$ cat config.mk
export PLATFORM = sky130hd
export DESIGN_NAME = pwmtc_core
export DESIGN_NICKNAME = d
export VERILOG_FILES = /design/src/include/pwmtc_pkg.sv /design/src/rtl/pwmtc_core.sv
export SDC_FILE = /design/constraint.sdc
export NUM_CORES = 1
export LEC_CHECK = 0
export BUFFER_PORTS_ARGS = -buffer_cell sky130_fd_sc_hd__buf_2
export CAP_MARGIN = 20
export CORE_ASPECT_RATIO = 0.6
export CORE_UTILIZATION = 50
export CTS_BUF_LIST = sky130_fd_sc_hd__clkbuf_2 sky130_fd_sc_hd__clkbuf_4 sky130_fd_sc_hd__clkbuf_8
export DETAILED_ROUTE_END_ITERATION = 8
export HOLD_SLACK_MARGIN = 0.02
export PLACE_DENSITY = 0.79
export SYNTH_ARGS = -nofsm -noshare
export SYNTH_HDL_FRONTEND = slang
export SYNTH_SLANG_ARGS = --single-unit
$ cat constraint.sdc
create_clock -name I_MCLK -period 19.49 [get_ports I_MCLK]
set_input_delay 0.9745 -clock I_MCLK [delete_from_list [all_inputs] [get_ports I_MCLK]]
set_output_delay 0.9745 -clock I_MCLK [all_outputs]
set_load 0.03 [all_outputs]
$ cat src/include/pwmtc_pkg.sv
// package for the pwm timer compare core: register map, fields, resets
// assumes a 32-bit apb slave with word-aligned registers
package pwmtc_pkg;

  ////////////////////////////////////////////////////////////////////////////
  // register byte offsets
  localparam logic [7:0] OFS_CTRL    = 8'h00;
  localparam logic [7:0] OFS_CMD     = 8'h04;
  localparam logic [7:0] OFS_STATUS  = 8'h08;
  localparam logic [7:0] OFS_COUNT   = 8'h0c;
  localparam logic [7:0] OFS_PERIOD  = 8'h10;
  localparam logic [7:0] OFS_PSHADOW = 8'h14;
  localparam logic [7:0] OFS_CMP0    = 8'h18;
  localparam logic [7:0] OFS_CSH0    = 8'h24;

  ////////////////////////////////////////////////////////////////////////////
  // ctrl fields
  localparam int CTRL_CLKSEL_LSB = 0;
  localparam int CTRL_PRE_BIT    = 3;
  localparam int CTRL_ALIGN_BIT  = 4;
  localparam int CTRL_SSHOT_BIT  = 5;
  localparam int CTRL_MSEL_LSB   = 8;

  // command fields, write-one actions
  localparam int CMD_RUN_SET  = 0;
  localparam int CMD_RUN_CLR  = 1;
  localparam int CMD_CNT_CLR  = 2;
  localparam int CMD_STE_SET  = 3;
  localparam int CMD_STE_CLR  = 4;
  localparam int CMD_ST_SET   = 8;
  localparam int CMD_ST_CLR   = 12;

  // status fields
  localparam int STS_RUN_BIT  = 0;
  localparam int STS_DIR_BIT  = 1;
  localparam int STS_STE_BIT  = 2;
  localparam int STS_ST_LSB   = 4;

  ////////////////////////////////////////////////////////////////////////////
  // reset values and constants
  localparam logic [15:0] CNT_RESET    = 16'h0000;
  localparam logic [15:0] PERIOD_RESET = 16'h0000;
  localparam logic [15:0] CMP_RESET    = 16'h0000;
  localparam logic [15:0] CNT_ONE      = 16'h0001;
  localparam logic [15:0] CNT_STEP     = 16'h0001;
  localparam int          EXTRA_DIV_BITS = 8;
  localparam logic [3:0]  MSEL_CMP_MIN = 4'h1;
  localparam logic [3:0]  MSEL_CMP_MAX = 4'h3;

endpackage

$ cat src/rtl/pwmtc_core.sv
// pwm timer compare core: 16-bit counter, period and three compare channels
// assumes an apb master on the module clock; outputs feed dead-time logic

// Summary of operation
// - edge mode wraps to zero after period
// - center mode, one-match down turns direction up
// - center mode, period-match up turns direction down
// - direction flag steers count, lags one cycle
// - write-one set and clear of transfer enable
// - transfer pulse on pm-up, om-down, or stopped
// - transfer copies period and compare shadows
// - transfer clears the transfer enable flag
// - counts while run flag set; set/clear commands
// - counter clear zeroes count only
// - single shot clears run at period end
// - equality comparator per channel
// - compare shadow moves only on transfer
// - software forces state bits set or clear
// - hardware changes state bits only while running
// - compare-match counting up sets state
// - zero-match with compare-match up sets state
// - compare-match counting down clears state
// - zero-match without compare-match up clears state
// - prescaler divides by two-power, optional 256
// - prescaler held reset while stopped
// - count writes ignored while running
// - one bit selects edge or center mode
module pwmtc_core #(
  parameter int NCH = 3
) (
  // clock and reset
  input  wire logic              I_MCLK,
  input  wire logic              I_NRST,
  // apb slave
  input  wire logic              I_PSEL,
  input  wire logic              I_PENABLE,
  input  wire logic              I_PWRITE,
  input  wire logic [7:0]        I_PADDR,
  input  wire logic [31:0]       I_PWDATA,
  output logic      [31:0]       O_PRDATA,
  output logic                   O_PREADY,
  output logic                   O_PSLVERR,
  // to output path
  output logic      [NCH-1:0]    O_STATE,
  output logic                   O_PERIOD_MATCH,
  output logic                   O_ZERO_MATCH,
  output logic                   O_DIR,
  output logic                   O_RUN
);

  ////////////////////////////////////////////////////////////////////////////
  // reset release
  logic rst_m_r;
  logic rst_n_r;

  always_ff @(posedge I_MCLK or negedge I_NRST)
  begin
    if (!I_NRST)
    begin
      rst_m_r <= 1'b0;
      rst_n_r <= 1'b0;
    end
    else
    begin
      rst_m_r <= 1'b1;
      rst_n_r <= rst_m_r;
    end
  end

  ////////////////////////////////////////////////////////////////////////////
  // bus decode
  wire        acc      = I_PSEL & I_PENABLE;
  wire        wr       = acc & I_PWRITE;
  wire [31:0] wd       = I_PWDATA;
  wire        wr_ctrl  = wr & (I_PADDR == pwmtc_pkg::OFS_CTRL);
  wire        wr_cmd   = wr & (I_PADDR == pwmtc_pkg::OFS_CMD);
  wire        wr_count = wr & (I_PADDR == pwmtc_pkg::OFS_COUNT);
  wire        wr_psh   = wr & (I_PADDR == pwmtc_pkg::OFS_PSHADOW);

  function automatic logic is_reg(input logic [7:0] a, input logic [7:0] b,
                                  input int n);
    logic hit;
    hit = 1'b0;
    for (int k = 0; k < n; k++)
      if (a == b + 8'(4 * k))
        hit = 1'b1;
    return hit;
  endfunction

  wire mapped = is_reg(I_PADDR, pwmtc_pkg::OFS_CTRL, 6)
              | is_reg(I_PADDR, pwmtc_pkg::OFS_CMP0, 2 * NCH);

  // single-cycle access phase; unmapped addresses answer with an error
  assign O_PREADY  = 1'b1;
  assign O_PSLVERR = acc & ~mapped;

  wire cmd_run_set = wr_cmd & wd[pwmtc_pkg::CMD_RUN_SET];
  wire cmd_run_clr = wr_cmd & wd[pwmtc_pkg::CMD_RUN_CLR];
  wire cmd_cnt_clr = wr_cmd & wd[pwmtc_pkg::CMD_CNT_CLR];
  wire cmd_ste_set = wr_cmd & wd[pwmtc_pkg::CMD_STE_SET];
  wire cmd_ste_clr = wr_cmd & wd[pwmtc_pkg::CMD_STE_CLR];
  wire [NCH-1:0] cmd_st_set = {NCH{wr_cmd}} & wd[pwmtc_pkg::CMD_ST_SET +: NCH];
  wire [NCH-1:0] cmd_st_clr = {NCH{wr_cmd}} & wd[pwmtc_pkg::CMD_ST_CLR +: NCH];

  ////////////////////////////////////////////////////////////////////////////
  // control register
  logic [2:0]       clock_divide_select_r;
  logic             extra_prescale_enable_r;
  logic             align_mode_select_r;
  logic             single_shot_enable_r;
  logic [4*NCH-1:0] channel_mode_select_r;

  always_ff @(posedge I_MCLK or negedge rst_n_r)
  begin
    if (!rst_n_r)
    begin
      clock_divide_select_r   <= 3'h0;
      extra_prescale_enable_r <= 1'b0;
      align_mode_select_r     <= 1'b0;
      single_shot_enable_r    <= 1'b0;
      channel_mode_select_r   <= '0;
    end
    else if (wr_ctrl)
    begin
      clock_divide_select_r   <= wd[pwmtc_pkg::CTRL_CLKSEL_LSB +: 3];
      extra_prescale_enable_r <= wd[pwmtc_pkg::CTRL_PRE_BIT];
      align_mode_select_r     <= wd[pwmtc_pkg::CTRL_ALIGN_BIT];
      single_shot_enable_r    <= wd[pwmtc_pkg::CTRL_SSHOT_BIT];
      channel_mode_select_r   <= wd[pwmtc_pkg::CTRL_MSEL_LSB +: 4*NCH];
    end
  end

  ////////////////////////////////////////////////////////////////////////////
  // prescaler
  logic        counter_run_flag_r;
  logic [14:0] presc_r;

  // divider wraps at 2^(sel + 8*pre); tick on all-ones of the low bits
  wire [3:0]  div_exp  = 4'({1'b0, clock_divide_select_r})
                       + (extra_prescale_enable_r ?
                          4'(pwmtc_pkg::EXTRA_DIV_BITS) : 4'h0);
  wire [14:0] div_mask = 15'((16'h0001 << div_exp) - 16'h0001);
  wire        tick     = counter_run_flag_r
                       & ((presc_r & div_mask) == div_mask);

  always_ff @(posedge I_MCLK or negedge rst_n_r)
  begin
    if (!rst_n_r)
      presc_r <= 15'h0000;
    else if (!counter_run_flag_r)
      presc_r <= 15'h0000;
    else
      presc_r <= presc_r + 15'h0001;
  end

  ////////////////////////////////////////////////////////////////////////////
  // counter, direction, matches
  logic [15:0] pwm_counter_r;
  logic [15:0] active_period_r;
  logic [15:0] period_shadow_r;
  logic        count_direction_flag_r;
  logic        shadow_transfer_enable_r;

  wire zero_match   = (pwm_counter_r == pwmtc_pkg::CNT_RESET);
  wire one_match    = (pwm_counter_r == pwmtc_pkg::CNT_ONE);
  wire period_match = (pwm_counter_r == active_period_r);
  wire center       = align_mode_select_r;
  wire up           = ~count_direction_flag_r;

  // period end: edge wraps after period, center arrives at zero going down
  wire single_shot_end = tick & single_shot_enable_r
                       & (center ? (~up & one_match)
                                 : period_match);

  wire shadow_transfer_pulse = shadow_transfer_enable_r
                             & ((period_match & up)
                              | (one_match & ~up)
                              | ~counter_run_flag_r);
  // stopped: no timer clock, so the transfer takes the module clock
  wire xfer = shadow_transfer_pulse & (tick | ~counter_run_flag_r);

  logic [15:0] cnt_nxt;
  logic        dir_nxt;

  always_comb
  begin
    cnt_nxt = pwm_counter_r;
    dir_nxt = count_direction_flag_r;
    if (tick)
    begin
      if (!center)
      begin
        dir_nxt = 1'b0;
        cnt_nxt = period_match ? pwmtc_pkg::CNT_RESET
                               : pwm_counter_r + pwmtc_pkg::CNT_STEP;
      end
      else
      begin
        // old direction applies this step; flag turns for the next
        cnt_nxt = up ? pwm_counter_r + pwmtc_pkg::CNT_STEP
                     : pwm_counter_r - pwmtc_pkg::CNT_STEP;
        if (up & period_match)
          dir_nxt = 1'b1;
        else if (~up & one_match)
          dir_nxt = 1'b0;
      end
    end
    if (wr_count & ~counter_run_flag_r)
      cnt_nxt = wd[15:0];
    if (cmd_cnt_clr)
      cnt_nxt = pwmtc_pkg::CNT_RESET;
  end

  always_ff @(posedge I_MCLK or negedge rst_n_r)
  begin
    if (!rst_n_r)
    begin
      pwm_counter_r          <= pwmtc_pkg::CNT_RESET;
      count_direction_flag_r <= 1'b0;
    end
    else
    begin
      pwm_counter_r          <= cnt_nxt;
      count_direction_flag_r <= dir_nxt;
    end
  end

  ////////////////////////////////////////////////////////////////////////////
  // run and transfer-enable flags
  always_ff @(posedge I_MCLK or negedge rst_n_r)
  begin
    if (!rst_n_r)
      counter_run_flag_r <= 1'b0;
    else if (cmd_run_set)
      counter_run_flag_r <= 1'b1;
    else if (cmd_run_clr | single_shot_end)
      counter_run_flag_r <= 1'b0;
  end

  // a software set in the transfer cycle survives the automatic clear
  always_ff @(posedge I_MCLK or negedge rst_n_r)
  begin
    if (!rst_n_r)
      shadow_transfer_enable_r <= 1'b0;
    else if (cmd_ste_set)
      shadow_transfer_enable_r <= 1'b1;
    else if (cmd_ste_clr | xfer)
      shadow_transfer_enable_r <= 1'b0;
  end

  ////////////////////////////////////////////////////////////////////////////
  // period registers
  always_ff @(posedge I_MCLK or negedge rst_n_r)
  begin
    if (!rst_n_r)
    begin
      period_shadow_r <= pwmtc_pkg::PERIOD_RESET;
      active_period_r <= pwmtc_pkg::PERIOD_RESET;
    end
    else
    begin
      if (wr_psh)
        period_shadow_r <= wd[15:0];
      if (xfer)
        active_period_r <= period_shadow_r;
    end
  end

  ////////////////////////////////////////////////////////////////////////////
  // compare channels
  logic [15:0]    active_compare_value_r [NCH];
  logic [15:0]    compare_shadow_value_r [NCH];
  logic [NCH-1:0] channel_state_bit_r;
  logic [NCH-1:0] channel_compare_match;

  genvar g;
  generate
    for (g = 0; g < NCH; g++)
    begin : g_ch
      wire [7:0] sh_ofs = 8'(pwmtc_pkg::OFS_CSH0 + 4 * g);
      wire [3:0] msel   = channel_mode_select_r[4*g +: 4];
      wire cmp_mode = (msel >= pwmtc_pkg::MSEL_CMP_MIN)
                    & (msel <= pwmtc_pkg::MSEL_CMP_MAX);
      wire cm   = channel_compare_match[g];
      wire hw   = tick & cmp_mode;
      wire hset = hw & up & cm;
      wire hclr = hw & ((~up & cm) | (up & zero_match & ~cm));
      logic st_nxt;

      assign channel_compare_match[g] = (pwm_counter_r
                                        == active_compare_value_r[g]);

      always_comb
      begin
        st_nxt = channel_state_bit_r[g];
        if (hclr)
          st_nxt = 1'b0;
        if (hset)
          st_nxt = 1'b1;
        if (cmd_st_clr[g])
          st_nxt = 1'b0;
        if (cmd_st_set[g])
          st_nxt = 1'b1;
      end

      always_ff @(posedge I_MCLK or negedge rst_n_r)
      begin
        if (!rst_n_r)
        begin
          compare_shadow_value_r[g] <= pwmtc_pkg::CMP_RESET;
          active_compare_value_r[g] <= pwmtc_pkg::CMP_RESET;
          channel_state_bit_r[g]    <= 1'b0;
        end
        else
        begin
          if (wr & (I_PADDR == sh_ofs))
            compare_shadow_value_r[g] <= wd[15:0];
          if (xfer)
            active_compare_value_r[g] <= compare_shadow_value_r[g];
          channel_state_bit_r[g] <= st_nxt;
        end
      end
    end
  endgenerate

  ////////////////////////////////////////////////////////////////////////////
  // read mux
  logic [31:0] rdata;

  always_comb
  begin
    rdata = 32'h0000_0000;
    case (I_PADDR)
      pwmtc_pkg::OFS_CTRL:
      begin
        rdata[pwmtc_pkg::CTRL_CLKSEL_LSB +: 3] = clock_divide_select_r;
        rdata[pwmtc_pkg::CTRL_PRE_BIT]   = extra_prescale_enable_r;
        rdata[pwmtc_pkg::CTRL_ALIGN_BIT] = align_mode_select_r;
        rdata[pwmtc_pkg::CTRL_SSHOT_BIT] = single_shot_enable_r;
        rdata[pwmtc_pkg::CTRL_MSEL_LSB +: 4*NCH] = channel_mode_select_r;
      end
      pwmtc_pkg::OFS_STATUS:
      begin
        rdata[pwmtc_pkg::STS_RUN_BIT] = counter_run_flag_r;
        rdata[pwmtc_pkg::STS_DIR_BIT] = count_direction_flag_r;
        rdata[pwmtc_pkg::STS_STE_BIT] = shadow_transfer_enable_r;
        rdata[pwmtc_pkg::STS_ST_LSB +: NCH] = channel_state_bit_r;
      end
      pwmtc_pkg::OFS_COUNT:   rdata[15:0] = pwm_counter_r;
      pwmtc_pkg::OFS_PERIOD:  rdata[15:0] = active_period_r;
      pwmtc_pkg::OFS_PSHADOW: rdata[15:0] = period_shadow_r;
      default:
      begin
        for (int k = 0; k < NCH; k++)
        begin
          if (I_PADDR == 8'(pwmtc_pkg::OFS_CMP0 + 4 * k))
            rdata[15:0] = active_compare_value_r[k];
          if (I_PADDR == 8'(pwmtc_pkg::OFS_CSH0 + 4 * k))
            rdata[15:0] = compare_shadow_value_r[k];
        end
      end
    endcase
  end

  always_ff @(posedge I_MCLK or negedge rst_n_r)
  begin
    if (!rst_n_r)
      O_PRDATA <= 32'h0000_0000;
    else if (I_PSEL & ~I_PENABLE & ~I_PWRITE)
      O_PRDATA <= rdata;
  end

  ////////////////////////////////////////////////////////////////////////////
  // outputs to output path
  assign O_STATE        = channel_state_bit_r;
  assign O_PERIOD_MATCH = period_match;
  assign O_ZERO_MATCH   = zero_match;
  assign O_DIR          = count_direction_flag_r;
  assign O_RUN          = counter_run_flag_r;

endmodule

# Yosys cells after proc, flatten, opt, wreduce, memory -nomap -nowiden
# Cells that the tools add are included.
[classes]
add_sub_neg = 5
multipliers = 0
div_mod_pow = 0
order_cmp = 6
n_eq_ne = 18
n_shift = 1
mux = 53
n_bitwise = 67
reduce_logical = 10
[op_table]
columns = ["operator", "n"]
rows = [
  ["$mux W16", 12],
  ["$eq A16 B16 Y1", 4],
  ["$and A1 B1 Y1", 47],
  ["$pmux W8 S5", 1],
  ["$eq A8 B5 Y1 const B", 4],
  ["$eq A8 B6 Y1 const B", 4],
  ["$mux W1", 32],
  ["$add A16 B1 Y16 const B", 1],
  ["$eq A16 B1 Y1 const B", 1],
  ["$eq A8 B4 Y1 const B", 2],
  ["$logic_not A16 Y1", 1],
  ["$sub A16 B1 Y16 const B", 1],
  ["$add A15 B1 Y15 const B", 1],
  ["$and A15 B15 Y15", 1],
  ["$eq A15 B15 Y1", 1],
  ["$mux W15", 1],
  ["$pmux W3 S5", 1],
  ["$shl A1 B4 Y15 const A", 1],
  ["$sub A15 B1 Y15 const B", 1],
  ["$ge A4 B1 Y1 const B", 3],
  ["$le A4 B2 Y1 const B", 3],
  ["$reduce_bool A4 Y1", 3],
  ["$pmux W1 S5", 2],
  ["$pmux W2 S5", 1],
  ["13 further kinds", 31],
]
[totals]
reg_bits = 205
latchBits = 0
ramBits = 0
mem_bits_ro = 0
wordCells = 184
mem_count = 0

# Depth between registers and ports, before layout
# Gate-level depths: netlist (run 1).
[logic_depth]
depth_word = 13
ltp_mapped = 14

# Worst setup path before layout (run 1)
# Ideal clock, no wire load.
[synth_path]
kind = "reg-to-reg"
start = "reg clock_divide_select_r[2]"
end = "reg active_compare_value_r[0] (netlist bit)"
arrival_time_ns = 2.943
required_ns = 19.363
slack_ns = 16.420
path_stages_with_launch = 14
path_buffers = 3
period_less_slack_ns = 3.070
cell_sequence = "dfrtp_1 > buf_4 > nor2_1 > nand2_1 > ha_1 > buf_2 > or4b_1 > o21ai_0 > a21oi_1 > o2111ai_1 > o41ai_4 > nand2_4 > buf_6 > mux2_1"
[synth_between]
elab_chain_len = 8
[synth_lines]
columns = ["element", "line", "text"]
rows = [
  ["start, declared", "pwmtc_core.sv:107", "logic [2:0] clock_divide_select_r;"],
  ["start signal, assigned", "pwmtc_core.sv:125", "clock_divide_select_r <= wd[pwmtc_pkg::CTRL_CLKSEL_LSB +: 3];"],
  ["$add A3 B4 Y4 *", "pwmtc_core.sv:140", "+ (extra_prescale_enable_r ?"],
  ["$shl A1 B4 Y15 *", "pwmtc_core.sv:142", "wire [14:0] div_mask = 15'((16'h0001 << div_exp) - 16'h0001);"],
  ["$sub A15 B1 Y15 *", "pwmtc_core.sv:142", ""],
  ["$and A15 B15 Y15", "pwmtc_core.sv:144", "& ((presc_r & div_mask) == div_mask);"],
  ["$eq A15 B15 Y1 *", "pwmtc_core.sv:144", ""],
  ["$and A1 B1 Y1 *", "pwmtc_core.sv:144", ""],
  ["$or A1 B1 Y1 *", "pwmtc_core.sv:180", "wire xfer = shadow_transfer_pulse & (tick | ~counter_run_flag_r);"],
  ["$and A1 B1 Y1 *", "pwmtc_core.sv:180", ""],
  ["end signal, assigned by index", "pwmtc_core.sv:311", "active_compare_value_r[g] <= pwmtc_pkg::CMP_RESET;"],
  ["end signal, assigned by index", "pwmtc_core.sv:319", "active_compare_value_r[g] <= compare_shadow_value_r[g];"],
  ["end, declared", "pwmtc_core.sv:271", "logic [15:0] active_compare_value_r [NCH];"],
]
# Every way passes the cells marked *; elsewhere a longest branch is shown, timed or not.
# A chain may end at the register's enable or synchronous reset.

# Final worst setup path (run 1)
[layout_path]
start = "reg clock_divide_select_r[1]"
end = "reg active_compare_value_r[45] (netlist bit)"
# The elaborated chain is that of the path after synthesis.

==> results.sh, run 1 <==
export IMPL_grt_util_met3_pct=13.31
export IMPL_vias=8816
export IMPL_cts_max_path_buffers=3
export IMPL_grtUsageTotal_pct=30.69
export IMPL_synthTopCellsByArea="dfrtp_1 (47%), mux2_2 (8.2%), mux2_1 (6.6%)"
export IMPL_area_delta_synth_final_pct=10.48
export IMPL_r2r_setup_slack_ps=15130
export IMPL_holdCritPathClass="input port to asynchronous set/reset pin"
export IMPL_cts_tree="done"
export IMPL_cts_buffers_inserted=30
export IMPL_ys_ff_latch=205
export IMPL_setup_worst_path_end_class="register"
export IMPL_antenna_cells=0
export IMPL_ant_nets=0
export IMPL_postCtsHoldBufs=0
export IMPL_layout_setup_ws_ps=15130
export IMPL_clock_sinks=205
export IMPL_cp_cell_sequence="nor2_1, nand2_1, ha_1, or4b_1, o21ai_0, a21oi_1, o2111ai_1, o41ai_4, nand2_4, mux2_1"
export IMPL_top_usage_layer="met1"
export IMPL_dp_hpwl_mm=23.15
export IMPL_row_count=41
export IMPL_ys_async_sr_fraction_pct=100.0
export IMPL_yosysSeqAreaShare_pct=46.86
export IMPL_synth_area_um2=10950
export IMPL_io_pins=86
export IMPL_io_buffers=60
export IMPL_die_w_um=193.0
export IMPL_status="finished, violations left"
export IMPL_drt_iter0_markers=1272
export IMPL_hold_violations=0
export IMPL_clk_pin_slew_ps=70
export IMPL_final_cell_area_um2=12100
export IMPL_synth_top_area_share_pct=46.86
export IMPL_start_util_pct=51.55
export IMPL_grt_max_degree=83
export IMPL_crit_arrival_ps=4820
export IMPL_use_met1_pct=45.42
export IMPL_pre_cts_slack_ps=15320
export IMPL_antenna_found_initial=0
export IMPL_clock_skew_ps=16.06
export IMPL_crit_family="simple AND/OR/NAND/NOR gates"
export IMPL_grt_setup_unrepaired="false"
export IMPL_finalCritPeriodShare_pct=22.37
export IMPL_cap_violations=0
export IMPL_cp_buffers_inverters=0
export IMPL_maxSlewViolCount=0
export IMPL_grt_pass1_vias=8335
export IMPL_critPathMaxStageDelay_ps=780
export IMPL_ys_types=68
export IMPL_yosysMostFrequentCell="dfrtp_1"
export IMPL_wirelength_mm=33.51
export IMPL_fillerInstances=1793
export IMPL_cts_resized=0
export IMPL_place_congestion=0.9423
export IMPL_drt_pass1_iterations=9
export IMPL_cts_root_buf="clkbuf_8"
export IMPL_synth_top_cell_by_area="dfrtp_1"
export IMPL_crit_type="register to register"
export IMPL_insertion_delay_ps=580
export IMPL_fin_setup_tns_ps=0
export IMPL_cts_setup_buffers=0
export IMPL_netlist_top_cells_count="dfrtp_1 (205), mux2_2 (80), xnor2_1 (74)"
export IMPL_placed_area_um2=11420
export IMPL_via_per_inst=6.501
export IMPL_die_h_um=116.6
export IMPL_grt_pass1_wl_mm=51.09
export IMPL_cp_data_required_time_ps=19950
export IMPL_period_minus_slack_ps=4361
export IMPL_final_layout_size_suffix_gt1_share_pct=21.82
export IMPL_syn_area_per_cell_um2=10.80
export IMPL_powerDensity_nw_per_um2=73.09
export IMPL_syn_inst=1014
export IMPL_holdWs_ps=183.7
export IMPL_crit_path_start_kind="register"
export IMPL_use_met2_pct=40.62
export IMPL_ys_flop_type="dfrtp_1"
export IMPL_nets=1108
export IMPL_h_tree_depth=1
export IMPL_wl_per_cell_um=24.71
export IMPL_drc_errors=8
export IMPL_slowest_stage="nand2_4"
export IMPL_p_leak_uw=0.005342
export IMPL_setup_violations_final=0
export IMPL_timing_fmax_ghz=0.2293
export IMPL_worst_pin_slew_ps=1162
export IMPL_slew_headroom_pct=22.50
export IMPL_dieArea_um2=22510
export IMPL_ir_drop_mv=0.05366
export IMPL_critPathMaxFanout=64
export IMPL_synth_edf_count=0
export IMPL_violations="design-rule violations"
export IMPL_yosys_warnings=0
export IMPL_coreArea_um2=21240
export IMPL_overflow=0
## layout by cell type (no fill, tap or decap), types with 5 or more instances in the layout
cell type  count
a221oi_1      16
a21oi_1       33
nor3_1        23
nor2b_1        9
ha_1           6
inv_1         10
buf_2         60
and3_1        12
nand3_1       35
nand4_1       21
nand2b_1       9
buf_4         17
clkbuf_8      38
dfrtp_1      204
a31oi_1       15
or3_1          6
nand2_1       38
o22ai_1        7
a22oi_1       37
conb_1        14
nor2_1        64
nand3b_1       7
o211ai_1       8
mux2_2        80
nor4_1         5
a22o_1        12
xnor2_1       74
a222oi_1      10
mux2_1        64
clkbuf_4       9
o21ai_0       41
and2_1        13
## flip-flops by register name, summed over array words and instances, names as in the netlist
register	cells
rst_m_r	1
O_DIR	1
O_STATE	3
O_RUN	1
pwm_counter_r	16
clock_divide_select_r	3
presc_r	15
align_mode_select_r	1
period_shadow_r	16
compare_shadow_value_r	48
O_PRDATA	20
active_compare_value_r	48
active_period_r	16
channel_mode_select_r	12
single_shot_enable_r	1
extra_prescale_enable_r	1
rst_n_r	1
shadow_transfer_enable_r	1
## worst reg2reg max path, cell delays in order (launching register included)
cell and delay (ps):
dfrtp_1 530, nor2_1 280, nand2_1 140, ha_1 440, or4b_1 590, o21ai_0 150
a21oi_1 160, o2111ai_1 540, o41ai_4 190, nand2_4 780, mux2_1 440
## kinds of logic after synthesis
| group | count (synthesis) | synth area share (%) |
|---|---|---|
| xor gates and xnor gates | 78 | 6.240 |
| adders and majority gates | 6 | 0.6857 |
| buffers and inverters | 90 | 4.091 |
| DFF | 205 | 46.86 |
| AOI/OAI and AO/OA | 217 | 14.07 |
| other | 2 | 0.06860 |
| muxes | 146 | 14.99 |
| and+or+nand+nor | 270 | 12.99 |
## area by class of cell
| class | instances | area, um2 | share of cell area (%) |
|---|---|---|---|
| clock buffers | 47 | 590.6 | 4.883 |
| clock inverters | 5 | 53.80 | 0.4448 |
| inverters | 10 | 37.54 | 0.3103 |
| multi-input cells | 731 | 5464 | 45.17 |
| flip-flops and latches | 205 | 5134 | 42.44 |
| well taps | 279 | 349.1 | 2.886 |
| repair buffers | 79 | 466.7 | 3.858 |
## per-stage QoR
stage | total power [uW] | instances | utilization, %
finish | 884.0 | 1356 | 56.95
global route | 914.7 | 1356 | 56.95
CTS | 886.2 | 1355 | 56.82
detailed placement | 514.5 | 1303 | 53.79
global placement | 513.1 | 1302 | 53.74
floorplan | 490.9 | 1026 | -
## power breakdown
part | leakage (uW) | switching, uW | internal (uW)
Clock | 0.000345 | 171 | 205
Sequential | 0.00276 | 11.9 | 435
Combinational | 0.00224 | 44.1 | 17.8
## path summary, 6_finish.rpt
path,start,endpoint,cells after the start
min,I_NRST,rst_m_r,1
min reg2reg,rst_n_r,presc_r[3],0
max in group asynchronous,rst_n_r,active_period_r[7],3
max,clock_divide_select_r[1],active_compare_value_r[45],10
max reg2reg,clock_divide_select_r[1],active_compare_value_r[45],10
min in group I_MCLK,rst_m_r,rst_n_r,0
## routing by layer
layer	vias to the layer above	part of all wire (%)
met4	0	2.4
met3	69	16
met2	565	39
met5	-	0
li1	3815	-
met1	4367	43
(Power assumes the default switching activity.)
==> run 2, diff against run 1 <==
Settings changed: PLACE_DENSITY 0.79 to 0.82.
Clock period 19.49 ns to 3.73 ns, I/O delays scaled along.
==> run 2 against run 1 <==
Compared with the run above:
- the run still ends with design-rule violations left
- first-iteration DRC count fell by 11%
- largest power group is now the clock network
- die area unchanged
- setup slack lost 15000 ps
- wire length is 2.6% higher
- utilization increased by 2.9 points
- via count increased by 3.1%
- register-to-register slack worse by 15000 ps
- sequential power increased to 5.2 times the previous value
- fmax increased by 24%
==> results.sh, run 2 (synthesis gave the netlist of run 1 again) <==
export IMPL_clock_sinks=205
export IMPL_ir_drop_mv=0.3159
export IMPL_clock_skew_ps=30.27
export IMPL_cts_buffers_inserted=31
export IMPL_via_per_inst=6.448
export IMPL_crit_family="compound AO/OA/AOI/OAI gates"
export IMPL_cap_violations=0
export IMPL_timing_fmax_ghz=0.2845
export IMPL_row_count=41
export IMPL_vias=9092
export IMPL_p_leak_uw=0.005634
export IMPL_nets=1157
export IMPL_final_cell_area_um2=12700
export IMPL_cts_max_path_buffers=3
export IMPL_slowest_stage="o41ai_4"
export IMPL_grt_pass1_wl_mm=52.23
export IMPL_area_delta_synth_final_pct=16.02
export IMPL_layout_commonest_cell="dfrtp_1"
export IMPL_powerDensity_nw_per_um2=398.8
export IMPL_slew_headroom_pct=25.59
export IMPL_cp_buffers_inverters=1
export IMPL_overflow=0
export IMPL_grtUsageTotal_pct=31.55
export IMPL_reg_top3="active_compare_value_r: 48 flops, compare_shadow_value_r: 48 flops, O_PRDATA: 20 flops"
export IMPL_holdCritPathClass="input port to register"
export IMPL_cts_setup_buffers=0
export IMPL_placed_area_um2=11650
export IMPL_cp_data_required_time_ps=4190
export IMPL_wirelength_mm=34.39
export IMPL_drt_iter0_markers=1134
export IMPL_period_minus_slack_ps=3514
export IMPL_maxSlewViolCount=0
export IMPL_final_layout_size_suffix_gt1_share_pct=23.25
export IMPL_drt_pass1_iterations=9
export IMPL_h_tree_depth=1
export IMPL_antenna_cells=0
export IMPL_wl_per_cell_um=24.39
export IMPL_ant_nets=0
export IMPL_io_pins=86
export IMPL_cp_cell_sequence="nor2_1, nand2_1, ha_1, nor3b_1, o21ai_0, o2111ai_2, o41ai_4, nand2_4, buf_12, mux2_1"
export IMPL_fin_setup_tns_ps=0
export IMPL_critPathMaxStageDelay_ps=510
export IMPL_setup_violations_final=0
export IMPL_place_congestion=0.9787
export IMPL_antenna_found_initial=0
export IMPL_finish_utilization_pct=59.81
export IMPL_crit_arrival_ps=3970
export IMPL_fin_cells=1410
export IMPL_io_buffers=60
export IMPL_crit_path_start_kind="register"
export IMPL_drc_errors=8
export IMPL_critPathMaxFanout=33
export IMPL_coreArea_um2=21240
export IMPL_dp_cells=1328
export IMPL_setup_worst_path_end_class="register"
export IMPL_finalCritPeriodShare_pct=94.22
export IMPL_die_w_um=193.0
export IMPL_holdWs_ps=67.66
export IMPL_cts_tree="done"
export IMPL_clk_pin_slew_ps=70
export IMPL_dieArea_um2=22510
export IMPL_fillerInstances=1747
export IMPL_crit_type="register to register"
export IMPL_start_util_pct=51.55
export IMPL_cts_root_buf="clkbuf_8"
export IMPL_grt_setup_unrepaired="false"
export IMPL_violations="design-rule violations"
export IMPL_worst_pin_slew_ps=1116
export IMPL_grt_max_degree=97
export IMPL_insertion_delay_ps=610
export IMPL_status="finished, violations left"
export IMPL_grt_pass1_vias=8594
export IMPL_layout_common_cells="dfrtp_1 (204), mux2_2 (80), xnor2_1 (74), nor2_1 (67), mux2_1 (64)"
export IMPL_die_h_um=116.6
export IMPL_hold_violations=0
export IMPL_dp_hpwl_mm=24.07
-- run 2: cell count changes in the layout (fill, tap and decap cells not counted), moves of 3 or more --
cell / before / now
buf_4: 17 / 39
clkbuf_4: 9 / 0
bufinv_16: 1 / 7
nor2_2: 3 / 0
dlygate4sd3_1: 0 / 24
nor2_1: 64 / 67
clkinv_2: 3 / 8
clkinvlp_4: 0 / 5
buf_12: 0 / 4
-- run 2: path summary, 6_finish.rpt --
| check | from | endpoint | slack (ps) | depth (start not counted) |
|---|---|---|---|---|
| worst min-delay path | I_PENABLE | O_PRDATA[15] | 70 | 4 |
| worst max-delay path | clock_divide_select_r[2] | active_compare_value_r[20] | 220 | 10 |
| worst min register to register | rst_m_r | rst_n_r | 350 | 0 |
| max in group asynchronous | rst_n_r | O_PRDATA[1] | 2320 | 1 |
| min in group asynchronous | rst_n_r | pwm_counter_r[8] | 400 | 0 |
| worst max register to register | clock_divide_select_r[2] | active_compare_value_r[20] | 220 | 10 |
-- run 2: power by group --
group	total, uW	leakage [uW]	internal (uW)	switching (uW)
Sequential	2330	0.00276	2270	55.0
Clock	2380	0.000401	1400	973
Combinational	363	0.00248	114	249
Total	5070	0.00563	3790	1280
-- run 2: final cells by class --
type | instances | area [um2] | area share (%)
Tap cell | 279 | 349.1 | 2.748
Clock buffer | 37 | 509.2 | 4.009
Timing Repair Buffer | 127 | 913.4 | 7.191
Inverter | 10 | 37.54 | 0.2955
Sequential cell | 205 | 5134 | 40.42
Multi-Input combinational cell | 731 | 5463 | 43.01
Clock inverter | 21 | 296.5 | 2.335
-- run 2: through the flow --
stage,power [uW],worst slack (ps)
global placement,2694,331.6
finish,5065,215.6
floorplan,2565,354.0
global route,5232,82.27
detailed placement,2701,261.4
CTS,5079,230.4
-- run 2: routing by layer --
layer  part of all wire (%)  global-route usage, %  vias to the layer above
met5                   0.27                  2.991                        -
met2                     40                  42.05                      602
met3                     16                  13.88                       69
met1                     43                  46.06                     4507
met4                    1.8                  7.396                        2
li1                       -                      -                     3912
-- run 2: worst register-to-register path, stage by stage (launching register included) --
cell and delay, ps:
dfrtp_1 380, nor2_1 270, nand2_1 130, ha_1 420, nor3b_1 230, o21ai_0 430
o2111ai_2 320, o41ai_4 510, nand2_4 120, buf_12 190, mux2_1 380
-- run 2: repair_timing --
item                                    CTS  global route
endpoints found under the setup margin    0            39
gates resized for setup                   0             1
hold buffers                             24             0
hold endpoints to repair                101             0
==> run 3, diff against run 2 <==
Settings changed: PLACE_DENSITY 0.82 to not set, PLACE_DENSITY_LB_ADDON set to 0.2.
Clock period 3.73 ns to 3.2 ns, I/O delays scaled along.
==> run 3 against run 2 <==
Compared with the run above:
- the run still ends with design-rule violations left
- global-route usage increased by 0.10 points
- critical path depth grew 1
- hold slack better by 64 ps
- clock skew fell by 10 ps
- utilization grew 0.14 points
- register-to-register slack got worse by 100 ps
- fmax increased by 14%
- count of clock-buffer cells in the layout grew 12
- largest power group is now registers
- highest routed layer is now met4
==> results.sh, run 3 (synthesis gave the netlist of run 1 again) <==
export IMPL_critPathMaxFanout=11
export IMPL_whs_endpoint="O_PRDATA[6]"
export IMPL_r2r_setup_slack_ps=110
export IMPL_grt_max_degree=66
export IMPL_cts_tree="done"
export IMPL_reg2reg_from="clock_divide_select_r[0]"
export IMPL_dieArea_um2=22510
export IMPL_grt_pass1_vias=8380
export IMPL_io_buffers=60
export IMPL_p_clk_share_pct=41.8
export IMPL_grtUsageTotal_pct=31.66
export IMPL_swShare_pct=26.23
export IMPL_fillerInstances=1835
export IMPL_coreArea_um2=21240
export IMPL_worst_pin_slew_ps=1028
export IMPL_cts_max_path_buffers=3
export IMPL_h_tree_depth=1
export IMPL_maxSlewViolCount=0
export IMPL_cts_buffers_inserted=31
export IMPL_dp_hpwl_mm=24.41
export IMPL_cp_common_cell="buf_4"
export IMPL_clock_sinks=205
export IMPL_ir_drop_mv=0.3386
export IMPL_cp_buffers_inverters=2
export IMPL_period_minus_slack_ps=3086
export IMPL_violations="design-rule violations"
export IMPL_ant_nets=0
export IMPL_final_cell_area_um2=12730
export IMPL_nets=1176
export IMPL_cap_violations=0
export IMPL_cp_data_required_time_ps=3680
export IMPL_seq_power_share_pct=50.2
export IMPL_powerDensity_nw_per_um2=422.9
export IMPL_drt_pass1_iterations=8
export IMPL_p_int_uw=3972
export IMPL_wl_per_cell_um=24.08
export IMPL_p_leak_uw=0.005665
export IMPL_drt_iter0_markers=1001
export IMPL_slew_headroom_pct=31.49
export IMPL_finalCritPeriodShare_pct=96.45
export IMPL_clk_pin_slew_ps=70
export IMPL_via_per_inst=6.209
export IMPL_power_frac_comb_pct=8.0
export IMPL_min_from="I_PADDR[5]"
export IMPL_insertion_delay_ps=610
export IMPL_setup_worst_path_end_class="register"
export IMPL_cp_cell_sequence="nor2_1, nand2_1, ha_2, nor2b_1, o21ai_0, o2111ai_2, buf_4, o41ai_4, nand2_4, buf_4, mux2_1"
export IMPL_crit_path_start_kind="register"
export IMPL_r2r_cells=11
export IMPL_critPathMaxStageDelay_ps=420
export IMPL_io_pins=86
export IMPL_reg_top3="active_compare_value_r: 48 flops, compare_shadow_value_r: 48 flops, O_PRDATA: 20 flops"
export IMPL_overflow=0
export IMPL_vias=8836
export IMPL_finish_utilization_pct=59.95
export IMPL_drc_errors=5
export IMPL_placed_area_um2=11840
export IMPL_setup_violations_final=0
export IMPL_area_delta_synth_final_pct=16.30
export IMPL_timing_rr_end="active_compare_value_r[1]"
export IMPL_clock_skew_ps=20.24
export IMPL_row_count=41
export IMPL_layout_commonest_cell="dfrtp_1"
export IMPL_power_switching_uw=1412
export IMPL_timing_fmax_ghz=0.3240
export IMPL_die_h_um=116.6
export IMPL_die_w_um=193.0
export IMPL_hold_violations=0
export IMPL_crit_type="register to register"
export IMPL_crit_arrival_ps=3560
export IMPL_start_util_pct=51.55
export IMPL_final_layout_size_suffix_gt1_share_pct=24.74
export IMPL_antenna_cells=0
export IMPL_status="finished, violations left"
export IMPL_holdPathStages=4
export IMPL_crit_family="compound AO/OA/AOI/OAI gates"
export IMPL_antenna_found_initial=0
export IMPL_layout_common_cells="dfrtp_1 (204), mux2_2 (80), xnor2_1 (74), nor2_1 (66), mux2_1 (64)"
export IMPL_slowest_stage="o41ai_4"
export IMPL_grt_pass1_wl_mm=52.23
export IMPL_cts_root_buf="clkbuf_8"
export IMPL_wirelength_mm=34.26
export IMPL_place_congestion=0.9461
export IMPL_holdCritPathClass="input port to register"
[run 3: cell type report]
cell class	count	area (um2)	area share [%]
Multi-Input combinational cell	731	5494	43.15
Sequential cell	205	5134	40.32
Timing Repair Buffer	146	1091	8.569
Clock buffer	49	605.6	4.756
Tap cell	279	349.1	2.742
Inverter	10	37.54	0.2948
Clock inverter	3	21.27	0.1671
[run 3: worst min-delay path, stage by stage]
cell,delay [ps]
buf_2,120
nand3_1,80
a221oi_1,150
a21oi_1,170
[run 3: how the worst max path moves through the flow]
stage | cells after the start | startpoint | endpoint | slack (ps)
floorplan | 13 | clock_divide_select_r[2] | active_compare_value_r[0] | 130
CTS | 12 | clock_divide_select_r[0] | active_compare_value_r[1] | 5
finish | 11 | clock_divide_select_r[0] | active_compare_value_r[1] | 110
global route | 12 | clock_divide_select_r[0] | active_compare_value_r[1] | -1
detailed placement | 12 | clock_divide_select_r[0] | active_compare_value_r[1] | -40
global placement | 10 | clock_divide_select_r[2] | pwm_counter_r[4] | -80
[run 3: power groups by stage]
stage / logic, uW / registers [uW] / clock network, uW
floorplan: 163 / 2830 / 0
global placement: 399 / 2750 / 0
detailed placement: 403 / 2750 / 0
CTS: 425 / 2710 / 2280
global route: 466 / 2710 / 2380
finish: 430 / 2710 / 2250
[run 3: routing by layer]
metal | track usage (%) | up-vias | share of wire, %
li1 | - | 3943 | -
met4 | 5.938 | 0 | 1.6
met1 | 48.76 | 4408 | 47
met5 | 0 | - | 0
met3 | 11.81 | 49 | 13
met2 | 41.67 | 436 | 39
[run 3: per-stage QoR]
stage / TNS [ps] / power (uW) / hold WS [ps] / setup WS [ps] / cells
floorplan: 0 / 2990 / -135.6 / 129.6 / 1026
global placement: -119.5 / 3151 / -53.46 / -83.20 / 1347
detailed placement: -1147 / 3156 / -48.43 / -44.36 / 1348
CTS: 0 / 5407 / 94.42 / 5.157 / 1423
global route: -1.029 / 5561 / 188.3 / -1.029 / 1423
finish: 0 / 5385 / 132.1 / 113.6 / 1423
[run 3: what timing repair did]
item | in CTS | in global routing
setup endpoints to repair | 64 | 77
resized for setup | 1 | 8
hold endpoints to repair | 96 | 0
setup buffers | 0 | 0
hold buffers | 23 | 0
pin swaps | 0 | 3
